File: config.mk
export PLATFORM = sky130hd
export DESIGN_NAME = dtmfhs_status_bank
export DESIGN_NICKNAME = d
export VERILOG_FILES = /design/src/dtmfhs_pkg.sv /design/src/dtmfhs_status_bank.sv
export SDC_FILE = /design/constraint.sdc
export NUM_CORES = 1
export LEC_CHECK = 0
export BUFFER_PORTS_ARGS = -buffer_cell sky130_fd_sc_hd__buf_2
export CORE_ASPECT_RATIO = 0.7
export CORE_MARGIN = 2
export CORE_UTILIZATION = 38
export DETAILED_ROUTE_END_ITERATION = 8
export PLACE_DENSITY = 0.61
export SKIP_LAST_GASP = 1
export SYNTH_ARGS = -nofsm -noshare
export SYNTH_HDL_FRONTEND = slang
export SYNTH_SLANG_ARGS = --single-unit
File: constraint.sdc
create_clock -name clk_i -period 2.5 [get_ports clk_i]
set_input_delay 0.125 -clock clk_i [delete_from_list [all_inputs] [get_ports clk_i]]
set_output_delay 0.125 -clock clk_i [all_outputs]
set_load 0.005 [all_outputs]
File: src/dtmfhs_pkg.sv
// Purpose: Constants, state layout and types for the DTMF transceiver host status bank
// Assumes: 10 MHz clk_i; host strobes and select arrive asynchronously on pins
// Notes: Reset clears both control registers, so burst mode is active from reset
package dtmfhs_pkg;
    localparam int DTMFHS_CLK_KHZ = 10000;
    localparam int DTMFHS_BURST_MS = 51;
    localparam int DTMFHS_BURST_CYC = DTMFHS_BURST_MS * DTMFHS_CLK_KHZ;
    localparam int DTMFHS_CNT_W = 21;
    // Status bit positions
    localparam int ST_IRQ = 0;
    localparam int ST_TX_EMPTY = 1;
    localparam int ST_RX_FULL = 2;
    localparam int ST_TONE_ABSENT = 3;
    // Control A bit positions
    localparam int CRA_TONE_OUT = 0;
    localparam int CRA_CP_MODE = 1;
    localparam int CRA_IRQ_EN = 2;
    localparam int CRA_BANK_SEL = 3;
    // Control B bit positions; burst bit is active low
    localparam int CRB_BURST_N = 0;
    localparam int CRB_TEST = 1;
    localparam int CRB_SINGLE = 2;
    localparam int CRB_COLUMN = 3;
    localparam logic [3:0] DTMFHS_CR_RST = 4'h0;
    localparam logic [3:0] DTMFHS_FLAGS_RST = 4'h0;

    typedef enum logic [1:0] {BST_IDLE, BST_TONE, BST_PAUSE} dtmfhs_burst_e;

    typedef struct packed {
        logic rs_m, rs_s, rd_m, rd_s, rd_d, wr_m, wr_s, wr_d;
        logic [3:0] d_m, d_s;
        logic [3:0] cra, crb;
        logic bank_b;
        logic [3:0] flags, snap;
        logic read_status;
        logic [3:0] rx_data, tx_code;
        dtmfhs_burst_e bst;
        logic [DTMFHS_CNT_W-1:0] cnt;
        logic [3:0] dout;
        logic dout_oe_n, irq_n, tone_on;
    } dtmfhs_state_s;
endpackage : dtmfhs_pkg

File: src/dtmfhs_status_bank.sv
// Purpose: Host register bank with status flags, control registers and burst timer
// Assumes: Receiver event inputs are single-cycle pulses on clk_i
// Notes: Strobes are edge-detected after synchronising, so each access costs a few clocks
`timescale 1ns/100ps
module dtmfhs_status_bank
    import dtmfhs_pkg::*;
#(
    parameter int BURST_CYC = DTMFHS_BURST_CYC
) (
    input wire logic clk_i,
    input wire logic nrst_i,
    input wire logic register_select_input_i,
    input wire logic rd_n_i,
    input wire logic wr_n_i,
    input wire logic [3:0] data_i,
    output logic [3:0] data_o,
    output logic data_oe_n_o,
    input wire logic rx_valid_i,
    input wire logic [3:0] rx_code_i,
    input wire logic tone_absent_i,
    input wire logic tone_valid_i,
    input wire logic cp_square_i,
    output logic irq_n_o,
    output logic tone_output_enable_o,
    output logic [3:0] tx_code_o,
    output logic call_progress_mode_o
);
    dtmfhs_state_s s_r;
    dtmfhs_state_s s_nxt;
    logic rd_start, rd_end, wr_end, burst_on, tx_set, rx_set;
    logic [3:0] clr;
    logic [DTMFHS_CNT_W-1:0] lim;

    function automatic logic rise(input logic prev, input logic cur);
        rise = ~prev & cur;
    endfunction : rise

    assign rd_start = rise(s_r.rd_s, s_r.rd_d);
    assign rd_end = rise(s_r.rd_d, s_r.rd_s);
    assign wr_end = rise(s_r.wr_d, s_r.wr_s);
    assign burst_on = ~s_r.crb[CRB_BURST_N];
    // Call progress mode doubles burst and pause length
    assign lim = s_r.cra[CRA_CP_MODE] ? DTMFHS_CNT_W'(2 * BURST_CYC - 1) : DTMFHS_CNT_W'(BURST_CYC - 1);
    assign rx_set = rx_valid_i & ~s_r.cra[CRA_CP_MODE];
    assign tx_set = (s_r.bst == BST_PAUSE) && (s_r.cnt == lim);
    // Only flags the host actually saw are cleared, so late events survive
    assign clr = (rd_end && s_r.read_status) ? s_r.snap : 4'h0;

    always_comb begin
        s_nxt = s_r;
        s_nxt.rs_m = register_select_input_i;
        s_nxt.rs_s = s_r.rs_m;
        s_nxt.rd_m = rd_n_i;
        s_nxt.rd_s = s_r.rd_m;
        s_nxt.rd_d = s_r.rd_s;
        s_nxt.wr_m = wr_n_i;
        s_nxt.wr_s = s_r.wr_m;
        s_nxt.wr_d = s_r.wr_s;
        s_nxt.d_m = data_i;
        s_nxt.d_s = s_r.d_m;
        if (rd_start) begin
            s_nxt.read_status = s_r.rs_s;
            s_nxt.snap = s_r.flags;
            s_nxt.dout = s_r.rs_s ? s_r.flags : s_r.rx_data;
            s_nxt.dout_oe_n = 1'b0;
        end else if (rd_end) begin
            s_nxt.dout_oe_n = 1'b1;
            s_nxt.read_status = 1'b0;
        end
        if (wr_end && s_r.rs_s) begin
            if (s_r.bank_b) begin
                s_nxt.crb = s_r.d_s;
                s_nxt.bank_b = 1'b0;
            end else begin
                s_nxt.cra = s_r.d_s;
                s_nxt.bank_b = s_r.d_s[CRA_BANK_SEL];
            end
        end
        case (s_r.bst)
            BST_IDLE: begin
                s_nxt.cnt = '0;
            end
            BST_TONE: begin
                s_nxt.cnt = s_r.cnt + 1'b1;
                if (s_r.cnt == lim) begin
                    s_nxt.bst = BST_PAUSE;
                    s_nxt.cnt = '0;
                end
            end
            BST_PAUSE: begin
                s_nxt.cnt = s_r.cnt + 1'b1;
                if (s_r.cnt == lim) begin
                    s_nxt.bst = BST_IDLE;
                    s_nxt.cnt = '0;
                end
            end
            default: begin
                s_nxt.bst = BST_IDLE;
            end
        endcase
        if (!burst_on) begin
            s_nxt.bst = BST_IDLE;
        end
        if (wr_end && !s_r.rs_s) begin
            s_nxt.tx_code = s_r.d_s;
            if (burst_on && s_r.cra[CRA_TONE_OUT]) begin
                s_nxt.bst = BST_TONE;
                s_nxt.cnt = '0;
            end
        end
        if (rx_set) begin
            s_nxt.rx_data = rx_code_i;
        end
        // Set wins over the read-clear on the transmit-empty, receive-full and interrupt flags
        s_nxt.flags[ST_TX_EMPTY] = burst_on & ((s_r.flags[ST_TX_EMPTY] & ~clr[ST_TX_EMPTY]) | tx_set);
        s_nxt.flags[ST_RX_FULL] = (s_r.flags[ST_RX_FULL] & ~clr[ST_RX_FULL]) | rx_set;
        s_nxt.flags[ST_IRQ] = (s_r.flags[ST_IRQ] & ~clr[ST_IRQ]) | s_nxt.flags[ST_TX_EMPTY]
            | s_nxt.flags[ST_RX_FULL];
        if (tone_absent_i) begin
            s_nxt.flags[ST_TONE_ABSENT] = 1'b1;
        end else if (tone_valid_i) begin
            s_nxt.flags[ST_TONE_ABSENT] = 1'b0;
        end
        s_nxt.tone_on = s_r.cra[CRA_TONE_OUT] & (~burst_on | (s_nxt.bst == BST_TONE));
        if (!s_r.cra[CRA_IRQ_EN]) begin
            s_nxt.irq_n = 1'b1;
        end else if (s_r.cra[CRA_CP_MODE]) begin
            s_nxt.irq_n = ~cp_square_i;
        end else if (s_r.crb[CRB_TEST]) begin
            s_nxt.irq_n = ~s_nxt.flags[ST_TONE_ABSENT];
        end else begin
            s_nxt.irq_n = ~s_nxt.flags[ST_IRQ];
        end
    end

    always_ff @(posedge clk_i or negedge nrst_i) begin
        if (!nrst_i) begin
            s_r <= '0;
            s_r.rd_m <= 1'b1;
            s_r.rd_s <= 1'b1;
            s_r.rd_d <= 1'b1;
            s_r.wr_m <= 1'b1;
            s_r.wr_s <= 1'b1;
            s_r.wr_d <= 1'b1;
            s_r.cra <= DTMFHS_CR_RST;
            s_r.crb <= DTMFHS_CR_RST;
            s_r.flags <= DTMFHS_FLAGS_RST;
            s_r.bst <= BST_IDLE;
            s_r.dout_oe_n <= 1'b1;
            s_r.irq_n <= 1'b1;
        end else begin
            s_r <= s_nxt;
        end
    end

    assign data_o = s_r.dout;
    assign data_oe_n_o = s_r.dout_oe_n;
    assign irq_n_o = s_r.irq_n;
    assign tone_output_enable_o = s_r.tone_on;
    assign tx_code_o = s_r.tx_code;
    assign call_progress_mode_o = s_r.cra[CRA_CP_MODE];
endmodule : dtmfhs_status_bank

# Word-level counts from Yosys, hierarchy flattened
# Index checks and enable logic that the tools add are counted.
[totals] register_bits=68 in_bits=17 out_inout_bits=12 elab_cells=85
[classes] n_addsub=1 n_eq_ne=4 n_mux=20 bitwise=26 reduce_logical=10
[op_table] operator="23-bit 2-to-1 mux" count=4
[op_table] operator="21-bit one-hot mux with 3 select lines" count=1
[op_table] operator="21-bit by 1-bit adder with 21-bit output, second input constant" count=1
[op_table] operator="21-bit by 20-bit == test with 1-bit output" count=1
[op_table] operator="20-bit 2-to-1 mux" count=1
[op_table] operator="1-bit NOT" count=12
[op_table] operator="1-bit 2-to-1 mux" count=10
[op_table] operator="1-bit AND" count=9
[op_table] operator="2-bit one-hot mux with 3 select lines" count=1
[op_table] operator="1-bit logical AND" count=5
[op_table] operator="1-bit bitwise OR" count=5
[op_table] operator="2-bit by 1-bit == test with 1-bit output, second input constant" count=2
[op_table] operator="4-bit 2-to-1 mux" count=1
[op_table] operator="2-bit AND reduction" count=2
[op_table] operator="3-bit 2-to-1 mux" count=1
[op_table] operator="2-bit == test, second input constant" count=1
[op_table] operator="2-bit zero test" count=1
[op_table] operator="2-bit 2-to-1 mux" count=1
[op_table] operator="2-bit nonzero test" count=1
[op_table] operator="1-bit zero test" count=1

# Depth between registers and ports, before layout
[depth] word_depth=14 mapped_depth=8

# Worst setup path after synthesis
# OpenSTA, ideal clock, no wires.
[synth_timing] path_type="register to register" from="register s_r (netlist bit call_progress_mode_o)" to="register s_r[21] in the netlist's numbering" arrival_time_ns=1.693 required_ns=2.362 path_slack_ns=0.669 stages_incl_launch_ff=9 path_buffers=3 path_cell_list="dfrtp_1 > buf_6 > nor4b_4 > a41oi_1 > or3_1 > buf_6 > buf_8 > a31oi_2 > a21oi_1"
[synth_lines] item="from (decl)" line_no="dtmfhs_status_bank.sv:28" rtl="dtmfhs_state_s s_r;"
[synth_lines] item="from (signal assigned)" line_no="dtmfhs_status_bank.sv:152" rtl="s_r <= s_nxt;"

==> results.txt <==
initial antenna violation count - 0
area grow syn2layout - 18.58%
number of global-route vias before repair - 2093
fill count - 750
top-area cell type share of the netlist area - 48.27%
DRC Markers - 0
Starting Density - 39.35%
number of flops mapped to enable cells by yosys - 0
htree depth - 3
Die ar. - 8937 µm²
CP cell instances - ha_1 -> and3_1 -> nand4_1 -> or3_1 -> a221oi_1 -> nor2_1
Worst Hold Path EP - s_r[34]$_DFFE_PN0P_
first-pass GRT wire length - 10560 µm
Die Span Y - 79.70 µm
routability cong. - 0.8485
register area share after synthesis - 55.03%
CP arrival - 2340 ps
CTS clk-pin slew, worst paths - 60 ps
RSZ-0062 raised after global routing - no
Design Area, Final - 3689 µm²
Post-Route WL - 6229 µm
gr ovfl total - 0
number of buffers on the longest clock path - 2
Largest stage delay, worst path - 590 ps
Syn Nets - 302
post-synthesis register bit count - 68
diode count - 0
CP endpoint kind - flip-flop
detailed-route wire length per cell - 14.83 µm
dpl cell area - 3281 µm²
Pwr Density - 825.8 nW/µm²
RR Endpoint - s_r[10]$_DFF_PN0_
CTS tree - done
Worst-Skew Late Latency - 340 ps
Setup violations, final - 0
GRT Resource Usage Total - 15.64%
Hold Startpoint - rx_code_i[0]
Final min period - 2120 ps
highest clock rate - 471.7 MHz
clock root cell - clkbuf_16
share of cells above drive strength 1 - 25.71%
fin util - 46.66%
# clock sinks - 68
syn_area_per_cell - 11.03 µm²
Hold Fails Final Rpt - 0
Post-synth ARST share - 100.0%
CP max FO - 14
Area contributors post-synth - dfrtp_1 (48%), dfstp_2 (6.8%), mux2_2 (5.8%)
Synth cell types - 48
aggregate negative setup slack - 0 ps
CTS buffer count - 9
number of max-cap violations - 0
drt first pass iters - 4
flop-to-flop setup slack - 380 ps
synth warn - 0
Final nets - 334
overall power - 3.046 mW
Max-Slew Margin vs Limit - 49.10%
Worst Path Required - 2720 ps
VDD IR max - 0.6056 mV
slowest CP cell - or3_1
chip width - 112.1 µm
Main synth FF type - dfrtp_1
LEAKAGE - 1.546 nW
reg-to-reg startpoint - s_r[7]$_DFF_PN0_
First DRT Iteration DRCs - 115
Tcrit/Tclk final - 84.81%
CP Class - flip-flop to flip-flop
DPL Wire Length - 4249 µm
Hold WC Path Type - input port to flip-flop
Reg2Reg Depth - 6
Final ANT Viol Nets - 0
Cell Rows - 27
worst slew pin tran - 763.5 ps
Vias per Instance - 5.214
Setup Skew - 8.855 ps
largest net degree at the start of global routing - 36
outcome - finished clean
Placeable Area - 7905 µm²
synthesized area - 3110 µm²
Hold Crit Depth - 2
Critical Path Start Type - flip-flop
biggest area consumer among synthesized cells - dfrtp_1
Slew Limit Fails - 0
PortBufs - 28
post_cts resized - 0
DR vias - 2190
Top-Level Pins - 29
Syn Inst Count - 282
[cells in the final DEF, fill, tap and decap left out, types with 6 or more instances in the layout]
cell type      count
xor2_1             6
mux2i_1            6
mux2_2            16
nand4_1            8
clkbuf_16          9
nor2_1            27
inv_1              7
o21ai_0            6
nand3_1           13
dfstp_2            8
and3_1             6
nand2_1           27
dlygate4sd3_1      9
a31oi_1            7
buf_2             28
a21oi_1           13
dfrtp_1           60
[metrics by stage]
stage                     worst slack, ps  hold slack, ps  cells
after floorplan                     668.9          -170.6    282
after global placement              447.7           229.8    395
after detailed placement            409.5           231.5    395
after CTS                           403.1           3.704    420
after global routing                177.9           17.62    420
final                               379.8           20.58    420
[cell families after synthesis]
group / Yosys count / share of synthesized area [%]
compound gates: 44 / 9.735
xor+xnor: 7 / 1.971
fa+ha+maj: 3 / 1.207
buf+inv: 28 / 5.551
flops: 68 / 55.03
mux: 22 / 7.723
simple gates: 110 / 18.79
[worst max-delay path: cells and delay by family (launching register included)]
family / cells / cell delay, ps
flops: 1 / 410
fa+ha+maj: 1 / 210
compound gates: 1 / 360
simple gates: 4 / 1040
[what timing repair did]
item,in CTS,in global routing
buffers inserted,0,0
endpoints found under the setup margin,0,0
hold buffers,9,0
hold endpoints to repair,37,0
[routing by layer]
metal / up-vias / GRT usage, % / wire length, µm
met5: - / 0 / 0
met4: 0 / 7.195 / 121
met3: 10 / 6.530 / 385
met2: 57 / 19.58 / 2468
met1: 1066 / 22.93 / 3253
li1: 1057 / - / -
[report_power, final]
part           internal [mW]  leakage (nW)  switching [mW]
Combinational          0.179         0.567           0.168
Sequential              1.24         0.831           0.107
Clock                  0.872         0.149           0.481
Total                   2.29          1.55           0.756
[flip-flops by register name (all words and copies together), names as in the netlist]
register / count
s_r: 47
irq_n_o: 1
data_oe_n_o: 1
call_progress_mode_o: 1
tone_output_enable_o: 1
tx_code_o: 4
s_nxt: 9
data_o: 4
[Yosys cell counts (2+ instances only)]
master / instances
dfrtp_1: 60
nand2_1: 27
nor2_1: 27
mux2_2: 16
a21oi_1: 13
nand3_1: 13
buf_4: 8
dfstp_2: 8
nand4_1: 8
a31oi_1: 7
inv_1: 7
and3_1: 6
clkbuf_1: 6
mux2i_1: 6
o21ai_0: 6
xor2_1: 6
nor2b_1: 4
nor3_1: 4
or4_1: 4
a21o_1: 3
a31oi_2: 3
buf_2: 3
buf_6: 3
ha_1: 3
or3_1: 3
a22oi_1: 2
and2_1: 2
and4bb_2: 2
nand2b_1: 2
nor4_1: 2
[worst max path at each step]
| stage | start | end | slack [ps] | cells past startpoint |
|---|---|---|---|---|
| 2_1_floorplan | call_progress_mode_o$_DFFE_PN0P_ | s_r[21]$_DFF_PN0_ | 670 | 8 |
| 3_3_place_gp | s_r[7]$_DFF_PN0_ | s_r[10]$_DFF_PN0_ | 450 | 6 |
| 3_5_place_dp | s_r[7]$_DFF_PN0_ | s_r[10]$_DFF_PN0_ | 410 | 6 |
| 4_1_cts | s_r[7]$_DFF_PN0_ | s_r[10]$_DFF_PN0_ | 400 | 6 |
| 5_1_grt | s_r[7]$_DFF_PN0_ | s_r[10]$_DFF_PN0_ | 180 | 6 |
| 6_report | s_r[7]$_DFF_PN0_ | s_r[10]$_DFF_PN0_ | 380 | 6 |
[final cells by class]
cell class / count / area, µm² / area share [%]
Clock buffer: 10 / 229.0 / 6.208
Tap cell: 101 / 126.4 / 3.426
Inverter: 7 / 26.28 / 0.7123
Sequential cell: 68 / 1712 / 46.40
Multi-Input combinational cell: 186 / 1226 / 33.24
Timing Repair Buffer: 42 / 280.3 / 7.598
Clock inverter: 6 / 88.84 / 2.408
(Power assumes the default switching activity.)
